==> src/design/chs_pkg.sv <==
// Purpose: Shared constants and types for the card host select and strobe controller
// Assumes: 10 MHz i_clk; all card strobes are active low at the socket
// Notes: Timing figures are plain defaults, sized for a slow card cycle
package chs_pkg;
	// Clock period of i_clk
	localparam int CLK_PERIOD_NS = 100;
	// Address setup before a strobe, least time
	localparam int SETUP_NS = 70;
	// Strobe low width, least time; must give three or more cycles for read capture
	localparam int STROBE_NS = 300;
	// Address and data hold after the strobe rises, least time
	localparam int HOLD_NS = 30;
	// Stop held asserted before the acknowledge is released, least time
	localparam int STOP_HOLD_NS = 200;

	// Least time to cycles, rounded up, never below one
	function automatic int ns_to_cyc(input int ns);
		int c;
		c = (ns + CLK_PERIOD_NS - 1) / CLK_PERIOD_NS;
		return (c < 1) ? 1 : c;
	endfunction

	localparam int SETUP_CYC = ns_to_cyc(SETUP_NS);
	localparam int STROBE_CYC = ns_to_cyc(STROBE_NS);
	localparam int HOLD_CYC = ns_to_cyc(HOLD_NS);
	localparam int STOP_HOLD_CYC = ns_to_cyc(STOP_HOLD_NS);
	// Phase counter width
	localparam int CNT_W = 4;
	// Card address width, bit 0 carried separately
	localparam int ADDR_W = 11;
	localparam int DATA_W = 16;
	// Reset value of the data bus output
	localparam logic [DATA_W-1:0] DOUT_RST = 16'h0000;

	// Host request codes
	typedef enum logic [3:0] {
		CHS_OP_MEM_RD,
		CHS_OP_MEM_WR,
		CHS_OP_ATTR_RD,
		CHS_OP_ATTR_WR,
		CHS_OP_IO_RD,
		CHS_OP_IO_WR,
		CHS_OP_DMA_RD,
		CHS_OP_DMA_WR,
		CHS_OP_UDMA
	} chs_op_t;

	// Socket pins driven by the host, all from flip-flops
	typedef struct packed {
		logic low_card_enable_n;
		logic high_card_enable_n;
		logic address_bit_zero;
		logic [ADDR_W-1:1] addr_hi;
		logic task_file_select_n;
		logic control_block_select_n;
		logic oe_n;
		logic we_n;
		logic io_read_n;
		logic io_write_strobe_n;
		logic reg_n;
		logic dmack_n;
		logic [DATA_W-1:0] dout;
		logic doe;
	} chs_pins_t;

	// Idle pin state: everything negated, bus released
	localparam chs_pins_t PINS_IDLE = '{1'b1, 1'b1, 1'b0, '0, 1'b1, 1'b1, 1'b1, 1'b1, 1'b1, 1'b1, 1'b1,
		1'b1, DOUT_RST, 1'b0};
endpackage

==> src/design/chs_lane_if.sv <==
// Purpose: Byte-lane steering request and answer between controller and steering logic
// Assumes: Purely combinational exchange on one clock
// Notes: Controller drives the request, steering logic drives the answer
`timescale 1ns/10ps
interface chs_lane_if;
	import chs_pkg::*;
	logic host8; // Host reaches the card over the low data lines only
	logic word; // Full 16 bit access requested
	logic odd; // Byte address is odd
	logic [DATA_W-1:0] wdata; // User write data, byte in low bits
	logic [DATA_W-1:0] pin_rdata; // Synchronised data pins
	logic ce_low_n; // Low card enable level for the access
	logic ce_high_n; // High card enable level for the access
	logic a0; // Address bit zero level for the access
	logic [DATA_W-1:0] pin_wdata; // Write data placed on its lane
	logic [DATA_W-1:0] rdata; // Read data taken from its lane
	logic illegal; // Combination the socket cannot carry

	modport ctrl (output host8, word, odd, wdata, pin_rdata,
		input ce_low_n, ce_high_n, a0, pin_wdata, rdata, illegal);
	modport steer (input host8, word, odd, wdata, pin_rdata,
		output ce_low_n, ce_high_n, a0, pin_wdata, rdata, illegal);
endinterface

==> src/design/chs_host.sv <==
// Purpose: Host controller driving a removable flash card socket in card and disk modes
// Assumes: Mode inputs change only while the controller is idle; card pins are asynchronous
// Notes: Read data is taken from synchronised pins late in the strobe, so strobes last three cycles or more
// Contract
// - Acknowledge asserted: selects negated, sixteen bit width
// - Card modes: drive strap tied A25 or ground
// - Write strobe negated before entering Ultra DMA
// - Ground mode select for disk mode
// - Acknowledge only answering request, else high
`timescale 1ns/10ps
module chs_host
	import chs_pkg::*;
(
	// Clock, reset, enable
	input wire logic i_clk,
	input wire logic i_rst,
	input wire logic i_ce,
	// Mode configuration
	input wire logic i_ata_mode,
	input wire logic i_io_mode,
	input wire logic i_host8,
	input wire logic i_ata_slave,
	input wire logic i_socket_a25,
	// User request
	input wire logic i_req_valid,
	output logic o_req_ready,
	input wire logic [3:0] i_req_op,
	input wire logic [ADDR_W-1:0] i_req_addr,
	input wire logic i_req_word,
	input wire logic i_req_ctl,
	input wire logic [DATA_W-1:0] i_req_wdata,
	input wire logic i_udma_stop,
	// User answer
	output logic o_rsp_valid,
	output logic o_rsp_err,
	output logic [DATA_W-1:0] o_rsp_rdata,
	// Socket control pins
	output logic o_low_card_enable_n,
	output logic o_high_card_enable_n,
	output logic o_address_bit_zero,
	output logic [ADDR_W-1:1] o_addr_hi,
	output logic o_task_file_select_n,
	output logic o_control_block_select_n,
	output logic o_oe_n,
	output logic o_we_n,
	output logic o_io_read_n,
	output logic o_io_write_strobe_n,
	output logic o_reg_n,
	output logic o_dmack_n,
	output logic o_disk_mode_select,
	output logic o_drive_select_strap_o,
	output logic o_drive_select_strap_oe,
	// Socket data bus and request
	input wire logic [DATA_W-1:0] i_data,
	output logic [DATA_W-1:0] o_data,
	output logic o_data_oe,
	input wire logic i_dmarq
);
	typedef enum logic [2:0] {ST_IDLE, ST_WAIT, ST_SETUP, ST_STROBE, ST_HOLD, ST_UDMA, ST_STOP} chs_state_t;

	chs_state_t state_ff, nxt_state; // Cycle sequencer
	logic [CNT_W-1:0] cnt_ff, nxt_cnt; // Phase countdown
	chs_op_t op_ff, nxt_op; // Latched request code
	chs_pins_t pins_ff, nxt_pins; // Registered socket pins
	logic rsp_valid_ff, nxt_rsp_valid; // Answer pulse
	logic rsp_err_ff, nxt_rsp_err; // Refusal flag with the pulse
	logic [DATA_W-1:0] rdata_ff, nxt_rdata; // Captured read data
	logic strap_o_ff, nxt_strap_o; // Drive-select level
	logic strap_oe_ff, nxt_strap_oe; // Drive-select enable
	logic mode_sel_ff, nxt_mode_sel; // Mode-select pin level
	logic [DATA_W-1:0] data_s1_ff, data_s2_ff; // Data pin synchroniser
	logic dmarq_s1_ff, dmarq_s2_ff; // Request pin synchroniser
	logic legal; // Request may run in the current mode
	logic is_read; // Request reads the card
	chs_op_t req_op; // Request code as enum

	chs_lane_if lane();

	chs_lane_steer u_steer (
		.lane(lane.steer)
	);

	assign req_op = chs_op_t'(i_req_op);
	assign lane.host8 = i_host8;
	// Lanes follow the request while idle, then the driven pins, so extraction sees the bus late in the strobe
	assign lane.word = (state_ff == ST_IDLE) ? i_req_word : !(pins_ff.low_card_enable_n | pins_ff.high_card_enable_n);
	assign lane.odd = (state_ff == ST_IDLE) ? i_req_addr[0] : pins_ff.address_bit_zero;
	assign lane.wdata = i_req_wdata;
	assign lane.pin_rdata = data_s2_ff;

	// Reads: these ops capture data instead of driving it
	function automatic logic op_reads(input chs_op_t op);
		return op inside {CHS_OP_MEM_RD, CHS_OP_ATTR_RD, CHS_OP_IO_RD, CHS_OP_DMA_RD};
	endfunction

	// Which strobe an op uses, applied to a pin set
	function automatic chs_pins_t with_strobe(input chs_pins_t p, input chs_op_t op, input logic lvl_n);
		chs_pins_t r;
		r = p;
		unique case (op)
			CHS_OP_MEM_RD, CHS_OP_ATTR_RD: r.oe_n = lvl_n;
			CHS_OP_MEM_WR, CHS_OP_ATTR_WR: r.we_n = lvl_n;
			CHS_OP_IO_RD, CHS_OP_DMA_RD: r.io_read_n = lvl_n;
			CHS_OP_IO_WR, CHS_OP_DMA_WR: r.io_write_strobe_n = lvl_n;
			default: r = p;
		endcase
		return r;
	endfunction

	// Legality of a request against the mode straps
	always_comb
	begin
		is_read = op_reads(req_op);
		unique case (req_op)
			CHS_OP_MEM_RD, CHS_OP_MEM_WR: legal = !i_ata_mode && !i_io_mode && !lane.illegal;
			CHS_OP_ATTR_RD, CHS_OP_ATTR_WR: legal = !i_ata_mode && !lane.illegal;
			CHS_OP_IO_RD, CHS_OP_IO_WR: legal = i_ata_mode || (i_io_mode && !lane.illegal);
			CHS_OP_DMA_RD, CHS_OP_DMA_WR, CHS_OP_UDMA: legal = i_ata_mode;
			default: legal = 1'b0;
		endcase
	end

	// Two flip-flops on every pin input before use
	always_ff @(posedge i_clk or posedge i_rst)
	begin
		if (i_rst)
		begin
			data_s1_ff <= DOUT_RST;
			data_s2_ff <= DOUT_RST;
			dmarq_s1_ff <= 1'b0;
			dmarq_s2_ff <= 1'b0;
		end
		else if (i_ce)
		begin
			data_s1_ff <= i_data;
			data_s2_ff <= data_s1_ff;
			dmarq_s1_ff <= i_dmarq;
			dmarq_s2_ff <= dmarq_s1_ff;
		end
	end

	// Sequencer next state
	always_comb
	begin
		nxt_state = state_ff;
		nxt_cnt = cnt_ff;
		nxt_op = op_ff;
		nxt_pins = pins_ff;
		nxt_rsp_valid = 1'b0;
		nxt_rsp_err = rsp_err_ff;
		nxt_rdata = rdata_ff;
		// Straps follow the mode only while idle, so a cycle never sees them move
		nxt_strap_o = strap_o_ff;
		nxt_strap_oe = strap_oe_ff;
		nxt_mode_sel = mode_sel_ff;
		unique case (state_ff)
			ST_IDLE:
			begin
				nxt_mode_sel = !i_ata_mode;
				nxt_strap_o = i_ata_mode ? 1'b0 : i_socket_a25;
				nxt_strap_oe = i_ata_mode ? !i_ata_slave : 1'b1;
				nxt_pins = PINS_IDLE;
				if (i_req_valid && !legal)
				begin
					// Refused at once, pins untouched
					nxt_rsp_valid = 1'b1;
					nxt_rsp_err = 1'b1;
				end
				else if (i_req_valid)
				begin
					nxt_op = req_op;
					nxt_rsp_err = 1'b0;
					nxt_pins.addr_hi = i_req_addr[ADDR_W-1:1];
					nxt_pins.doe = !is_read;
					if (i_ata_mode)
					begin
						nxt_pins.address_bit_zero = i_req_addr[0];
						nxt_pins.dout = i_req_wdata;
						if (req_op inside {CHS_OP_IO_RD, CHS_OP_IO_WR})
						begin
							nxt_pins.task_file_select_n = i_req_ctl;
							nxt_pins.control_block_select_n = !i_req_ctl;
						end
					end
					else
					begin
						nxt_pins.low_card_enable_n = lane.ce_low_n;
						nxt_pins.high_card_enable_n = lane.ce_high_n;
						nxt_pins.address_bit_zero = lane.a0;
						nxt_pins.dout = lane.pin_wdata;
						nxt_pins.reg_n = !(req_op inside {CHS_OP_ATTR_RD, CHS_OP_ATTR_WR, CHS_OP_IO_RD, CHS_OP_IO_WR});
					end
					if (req_op inside {CHS_OP_DMA_RD, CHS_OP_DMA_WR, CHS_OP_UDMA})
					begin
						// Acknowledge waits for the request; bus held off until then
						nxt_pins.doe = 1'b0;
						nxt_state = ST_WAIT;
					end
					else
					begin
						nxt_cnt = CNT_W'(SETUP_CYC - 1);
						nxt_state = ST_SETUP;
					end
				end
			end
			ST_WAIT:
			begin
				if (dmarq_s2_ff)
				begin
					nxt_pins.dmack_n = 1'b0;
					nxt_pins.task_file_select_n = 1'b1;
					nxt_pins.control_block_select_n = 1'b1;
					if (op_ff == CHS_OP_UDMA)
					begin
						// Write strobe was negated in idle; now stop is held negated
						nxt_pins.io_write_strobe_n = 1'b0;
						nxt_state = ST_UDMA;
					end
					else
					begin
						nxt_pins.doe = (op_ff == CHS_OP_DMA_WR);
						nxt_cnt = CNT_W'(SETUP_CYC - 1);
						nxt_state = ST_SETUP;
					end
				end
			end
			ST_SETUP:
			begin
				nxt_cnt = cnt_ff - 1'b1;
				if (cnt_ff == '0)
				begin
					nxt_pins = with_strobe(pins_ff, op_ff, 1'b0);
					nxt_cnt = CNT_W'(STROBE_CYC - 1);
					nxt_state = ST_STROBE;
				end
			end
			ST_STROBE:
			begin
				nxt_cnt = cnt_ff - 1'b1;
				if (cnt_ff == '0)
				begin
					// Synchroniser lags two cycles, still inside the strobe
					if (op_reads(op_ff))
					begin
						// Card modes pick the lane from the enables held on the pins
						nxt_rdata = (op_ff == CHS_OP_DMA_RD || i_ata_mode) ? data_s2_ff : lane.rdata;
					end
					// Data stays driven past the rising edge so the card takes it there
					nxt_pins = with_strobe(pins_ff, op_ff, 1'b1);
					nxt_cnt = CNT_W'(HOLD_CYC - 1);
					nxt_state = ST_HOLD;
				end
			end
			ST_HOLD:
			begin
				nxt_cnt = cnt_ff - 1'b1;
				if (cnt_ff == '0)
				begin
					nxt_pins = PINS_IDLE;
					nxt_rsp_valid = 1'b1;
					nxt_state = ST_IDLE;
				end
			end
			ST_UDMA:
			begin
				if (i_udma_stop || !dmarq_s2_ff)
				begin
					nxt_pins.io_write_strobe_n = 1'b1;
					nxt_cnt = CNT_W'(STOP_HOLD_CYC - 1);
					nxt_state = ST_STOP;
				end
			end
			ST_STOP:
			begin
				nxt_cnt = cnt_ff - 1'b1;
				if (cnt_ff == '0)
				begin
					nxt_pins = PINS_IDLE;
					nxt_rsp_valid = 1'b1;
					nxt_state = ST_IDLE;
				end
			end
		endcase
	end

	// Sequencer registers
	always_ff @(posedge i_clk or posedge i_rst)
	begin
		if (i_rst)
		begin
			state_ff <= ST_IDLE;
			cnt_ff <= '0;
			op_ff <= CHS_OP_MEM_RD;
			pins_ff <= PINS_IDLE;
			rsp_valid_ff <= 1'b0;
			rsp_err_ff <= 1'b0;
			rdata_ff <= DOUT_RST;
			strap_o_ff <= 1'b0;
			strap_oe_ff <= 1'b1;
			mode_sel_ff <= 1'b1;
		end
		else if (i_ce)
		begin
			state_ff <= nxt_state;
			cnt_ff <= nxt_cnt;
			op_ff <= nxt_op;
			pins_ff <= nxt_pins;
			rsp_valid_ff <= nxt_rsp_valid;
			rsp_err_ff <= nxt_rsp_err;
			rdata_ff <= nxt_rdata;
			strap_o_ff <= nxt_strap_o;
			strap_oe_ff <= nxt_strap_oe;
			mode_sel_ff <= nxt_mode_sel;
		end
	end

	// Ready is combinational; held low while the clock enable is low
	assign o_req_ready = (state_ff == ST_IDLE) && i_ce;
	assign o_rsp_valid = rsp_valid_ff && i_ce;
	assign o_rsp_err = rsp_err_ff;
	assign o_rsp_rdata = rdata_ff;
	assign o_low_card_enable_n = pins_ff.low_card_enable_n;
	assign o_high_card_enable_n = pins_ff.high_card_enable_n;
	assign o_address_bit_zero = pins_ff.address_bit_zero;
	assign o_addr_hi = pins_ff.addr_hi;
	assign o_task_file_select_n = pins_ff.task_file_select_n;
	assign o_control_block_select_n = pins_ff.control_block_select_n;
	assign o_oe_n = pins_ff.oe_n;
	assign o_we_n = pins_ff.we_n;
	assign o_io_read_n = pins_ff.io_read_n;
	assign o_io_write_strobe_n = pins_ff.io_write_strobe_n;
	assign o_reg_n = pins_ff.reg_n;
	assign o_dmack_n = pins_ff.dmack_n;
	assign o_data = pins_ff.dout;
	assign o_data_oe = pins_ff.doe;
	assign o_disk_mode_select = mode_sel_ff;
	assign o_drive_select_strap_o = strap_o_ff;
	assign o_drive_select_strap_oe = strap_oe_ff;
endmodule

==> src/design/chs_lane_steer.sv <==
// Purpose: Card enable and byte-lane steering for word and byte accesses
// Assumes: Used only for card-socket cycles; disk mode ignores the enables
// Notes: Word access from an eight bit host is flagged, not split
`timescale 1ns/10ps
module chs_lane_steer
	import chs_pkg::*;
(
	// Lane request and answer
	chs_lane_if.steer lane
);
	// Enables, lane placement and extraction from width, host width and byte address
	always_comb
	begin
		lane.illegal = 1'b0;
		lane.a0 = 1'b0;
		lane.ce_low_n = 1'b0;
		lane.ce_high_n = 1'b0;
		lane.pin_wdata = lane.wdata;
		lane.rdata = lane.pin_rdata;
		if (lane.word)
		begin
			// Both enables low, even address
			lane.illegal = lane.host8;
		end
		else if (!lane.odd)
		begin
			// Even byte always on the low enable and low lines
			lane.ce_high_n = 1'b1;
			lane.rdata = {8'h00, lane.pin_rdata[7:0]};
		end
		else if (lane.host8)
		begin
			// Odd byte through the low enable, steered by address bit zero
			lane.ce_high_n = 1'b1;
			lane.a0 = 1'b1;
			lane.rdata = {8'h00, lane.pin_rdata[7:0]};
		end
		else
		begin
			// Odd byte through the high enable on the high lines
			lane.ce_low_n = 1'b1;
			lane.a0 = 1'b1;
			lane.pin_wdata = {lane.wdata[7:0], 8'h00};
			lane.rdata = {8'h00, lane.pin_rdata[15:8]};
		end
	end
endmodule

==> config.mk <==
export PLATFORM = sky130hd
export DESIGN_NAME = chs_host
export DESIGN_NICKNAME = d
export VERILOG_FILES = /design/src/design/chs_pkg.sv /design/src/design/chs_lane_if.sv /design/src/design/chs_host.sv /design/src/design/chs_lane_steer.sv
export SDC_FILE = /design/constraint.sdc
export NUM_CORES = 1
export LEC_CHECK = 0
export BUFFER_PORTS_ARGS = -buffer_cell sky130_fd_sc_hd__buf_2
export CAP_MARGIN = 20
export CORE_MARGIN = 2
export CORE_UTILIZATION = 55
export DETAILED_ROUTE_END_ITERATION = 7
export GPL_ROUTABILITY_DRIVEN = 1
export PLACE_DENSITY = 0.92
export SYNTH_ARGS = -nofsm -noshare
export SYNTH_HDL_FRONTEND = slang
export SYNTH_SLANG_ARGS = --single-unit
==> constraint.sdc <==
create_clock -name i_clk -period 5.2 [get_ports i_clk]
set_clock_uncertainty 0.15 [all_clocks]
set_input_delay 0.26 -clock i_clk [delete_from_list [all_inputs] [get_ports i_clk]]
set_output_delay 0.26 -clock i_clk [all_outputs]
set_load 0.1 [all_outputs]
==> flow_summary.toml <==
[setup_path]
critPathRequiredTime_ps = 5300
crit_fanout = 28
crit_path_start_kind = "flip-flop"
cp_data_arrival_time_ps = 3410
crit_type = "flip-flop to flip-flop"
cpMaxStageDelayCell = "sky130_fd_sc_hd__dfrtp_1"
crit_path_cell_trace = "nor3_2 -> nor4b_1 -> o41ai_2 -> and2b_1 -> mux2_2"
cp.buffers_inverters = 0
setup.worst_path.end_class = "flip-flop"
max_stage_delay_ps = 710
critical_path.top_delay_family = "simple AND/OR/NAND/NOR gates"

[worst_hold_path]
hold_path.class = "primary input to flip-flop"

[layout]
layout-area-overhead-vs-synth_pct = 24.32
final_net_count = 625
final_cell_mix = "119 x sky130_fd_sc_hd__buf_2, 92 x sky130_fd_sc_hd__dfrtp_1, 47 x sky130_fd_sc_hd__nand2_1"
multi_input_area_um2 = 1971
layout_commonest_cell = "sky130_fd_sc_hd__buf_2"
fillerInstances = 584
design_area_um2 = 5923
diodes = 0
post_route_cells_drive_above_1_share_pct = 34.45
seqCellArea_um2 = 2618
instances_no_fill = 674

[die]
core_region_area_um2 = 8299
starting_utilization_of_the_core_area_pct = 57.41
boundaryPins = 120
chipHeight_um = 97.08
rows = 33
die_width_um = 97.08
die_area_um2 = 9424

[global_route]
globalRouteTotalUtil_pct = 24.51
globalRoute.totalOverflow = 0
grt_first_pass_wirelength_mm = 18.93
via_count_of_the_first_global_routing_pass = 3818
antenna_violations_before_repair = 0
grt_start_max_net_pins = 64

[sta]
report.final.slew_viol_count = 0
timing.final.crit_period_ps = 3309
worst_pin_slew_ps = 952.0
finalCritPeriodShare_pct = 63.64
unrepaired_setup_endpoints_after_global_routing = "false"
max_slew_margin_pct = 36.54
timing_hold_violations_final = 0
setup_violations = 0
hold_slack_ps = 11.30
clock.fmax_mhz = 302.2
final.setup.tns_ps = 0

[cts]
cts_tree = "built"
max_clock_buf_depth = 2
clockRootBuffer = "sky130_fd_sc_hd__clkbuf_8"
cts_htree_levels = 3
cts.repair_timing.setup_buffer_count = 0
cts.sinks = 104
tritoncts.num_buffers = 9
clock_slew_at_the_register_clock_pins_of_the_worst_setup_and_hold_paths_ps = 110
worstSkewPairLatency_ps = 360

[power]
comb_power_share_pct = 50.6
swShare_pct = 53.52
switching_power_w = 0.001944
total_power_w = 0.003633
p_leak_nw = 2.927
internal_power_w = 0.001688
peakVddDrop_v = 0.0005663
power_per_cell_area_nw_per_um2 = 613.3
p_clk_share_pct = 15.0
power_frac_seq_pct = 34.4

[synth]
synth_compound_gate_area_share_pct = 13.94
synth.top_cell.area_share_pct = 48.32
yosys_warnings = 0
muxShareOfSynthArea_pct = 13.66
synth-simple-area-share_pct = 13.13
synth-main-ff-cell = "sky130_fd_sc_hd__dfrtp_1"
synth_fa_ha_area_share_pct = 0.2626
synth_top_cell_by_area = "sky130_fd_sc_hd__dfrtp_1"
ys_top_cells_by_area = "sky130_fd_sc_hd__dfrtp_1 48%, sky130_fd_sc_hd__mux2_2 9.5%, sky130_fd_sc_hd__dfstp_2 6.6%"
syn_area_um2 = 4765
synth_enable_flop_cells = 0
share_of_synthesized_flip_flops_with_an_asynchronous_set_or_reset_pct = 100.0
yosysUniqueCellTypes = 56
synth_nets = 484
number_of_instances_in_the_synthesized_netlist = 423
yosys_register_bits = 104
sequential_to_total_area_share_from_yosys_stat_pct = 54.94
synth_xor_xnor_area_share_pct = 0.3676
post_synth.cell_area_avg_um2 = 11.26
largest_family_of_logic_cells_by_synthesized_area = "compound AO/OA/AOI/OAI gates"

[drt]
via_count = 3868
average_wire_per_cell_in_the_routed_design_um = 16.90
detail_route.drc_violations = 0
routed_wirelength_mm = 11.39
first_pass_iters = 5
post_drt_via_cell_ratio = 5.739
final_antenna_net_count = 0
dr.first_iter.drc_count = 187

[placement]
place_hpwl_mm = 7.687
place_inst = 624
routabilityCongestion = 0.9166
port-buffer-count = 119
cell_area_after_placement_um2 = 5366

[run]
maxCapViolations = 0

[run_status]
result_of_the_run = "complete, no violations"
per-stage QoR:
| step | util [%] | worst slack, ps |
|---|---|---|
| CTS | 71.37 | 1933 |
| floorplan | - | 2078 |
| global route | 71.37 | 1685 |
| global placement | 64.66 | 2166 |
| finish | 71.37 | 1891 |
| detailed placement | 64.66 | 1963 |
synthesized netlist by cell type (2+ instances only):
library cell / count
sky130_fd_sc_hd__and2_1: 2
sky130_fd_sc_hd__nor4b_1: 3
sky130_fd_sc_hd__o21a_1: 3
sky130_fd_sc_hd__and3_1: 2
sky130_fd_sc_hd__a21o_1: 3
sky130_fd_sc_hd__dfrtp_1: 92
sky130_fd_sc_hd__nand3_1: 3
sky130_fd_sc_hd__nor3_1: 4
sky130_fd_sc_hd__and4b_1: 2
sky130_fd_sc_hd__or3_1: 2
sky130_fd_sc_hd__inv_1: 11
sky130_fd_sc_hd__nand2_1: 47
sky130_fd_sc_hd__o21ai_1: 3
sky130_fd_sc_hd__o21ai_0: 19
sky130_fd_sc_hd__mux2i_1: 20
sky130_fd_sc_hd__o32a_1: 2
sky130_fd_sc_hd__nand4b_1: 2
sky130_fd_sc_hd__o211ai_1: 4
sky130_fd_sc_hd__xnor2_1: 2
sky130_fd_sc_hd__nor2_1: 26
sky130_fd_sc_hd__dfstp_2: 12
sky130_fd_sc_hd__mux2_2: 40
sky130_fd_sc_hd__nor3b_1: 5
sky130_fd_sc_hd__a21oi_1: 25
sky130_fd_sc_hd__nor2b_1: 5
sky130_fd_sc_hd__clkbuf_1: 15
sky130_fd_sc_hd__nand2b_1: 8
sky130_fd_sc_hd__buf_2: 3
sky130_fd_sc_hd__a22o_1: 10
sky130_fd_sc_hd__nand3b_1: 2
sky130_fd_sc_hd__a32o_1: 10
sky130_fd_sc_hd__buf_6: 4
sky130_fd_sc_hd__a31oi_1: 9
state kept, by name, indices dropped and copies added (netlist names), 3 cells and up:
| name | count |
|---|---|
| o_rsp_rdata | 16 |
| cnt_ff | 4 |
| data_s2_ff | 16 |
| data_s1_ff | 16 |
| op_ff | 4 |
| o_data | 16 |
| o_addr_hi | 10 |
| state_ff | 3 |
cells by family after synthesis:
| family | count (synthesis) |
|---|---|
| DFF | 104 |
| xor gates and xnor gates | 2 |
| muxes | 60 |
| adders and majority gates | 1 |
| buffers and inverters | 35 |
| AOI/OAI and AO/OA | 98 |
| and+or+nand+nor | 123 |
cell type report:
class	count	share of cell area [%]
clock inverters	7	1.563
flip-flops and latches	104	44.19
clock buffers	9	2.091
well taps	105	2.218
multi-input cells	284	33.27
inverters	11	0.7393
repair buffers	154	15.93
power by group through the flow:
| stage | clock network (W) | registers (W) | logic [W] |
|---|---|---|---|
| after floorplan | 0 | 0.00214 | 0.000626 |
| after global placement | 0 | 0.00124 | 0.00178 |
| after detailed placement | 0 | 0.00126 | 0.00181 |
| after CTS | 0.000556 | 0.00124 | 0.00183 |
| after global routing | 0.000590 | 0.00128 | 0.00194 |
| final | 0.000544 | 0.00125 | 0.00184 |
repair_timing:
item,CTS,global route
endpoints found under the hold margin,68,0
hold buffers,34,0
gates resized for setup,0,0
routing by layer:
layer	up-vias	track usage, %	part of all wire [%]
met2	177	40.06	49
li1	1802	-	-
met4	0	7.042	1.6
met5	-	0	0
met3	20	4.173	7.2
met1	1869	34.08	42
worst paths after layout:
| path | endpoint | start | slack (ps) | depth (start not counted) |
|---|---|---|---|---|
| max in group asynchronous | cnt_ff[0]$_DFFE_PP0P_ | i_rst | 3420 | 4 |
| min in group asynchronous | o_addr_hi[3]$_DFFE_PP0P_ | i_rst | 330 | 3 |
| min reg2reg | o_io_write_strobe_n$_DFFE_PP1P_ | o_io_write_strobe_n$_DFFE_PP1P_ | 320 | 2 |
| max | op_ff[3]$_DFFE_PP0P_ | state_ff[0]$_DFFE_PP0P_ | 1890 | 5 |
| max reg2reg | op_ff[3]$_DFFE_PP0P_ | state_ff[0]$_DFFE_PP0P_ | 1890 | 5 |
| min | o_data[1]$_DFFE_PP0P_ | i_req_wdata[1] | 10 | 2 |
Note: power is estimated with default switching activity, not from simulation.
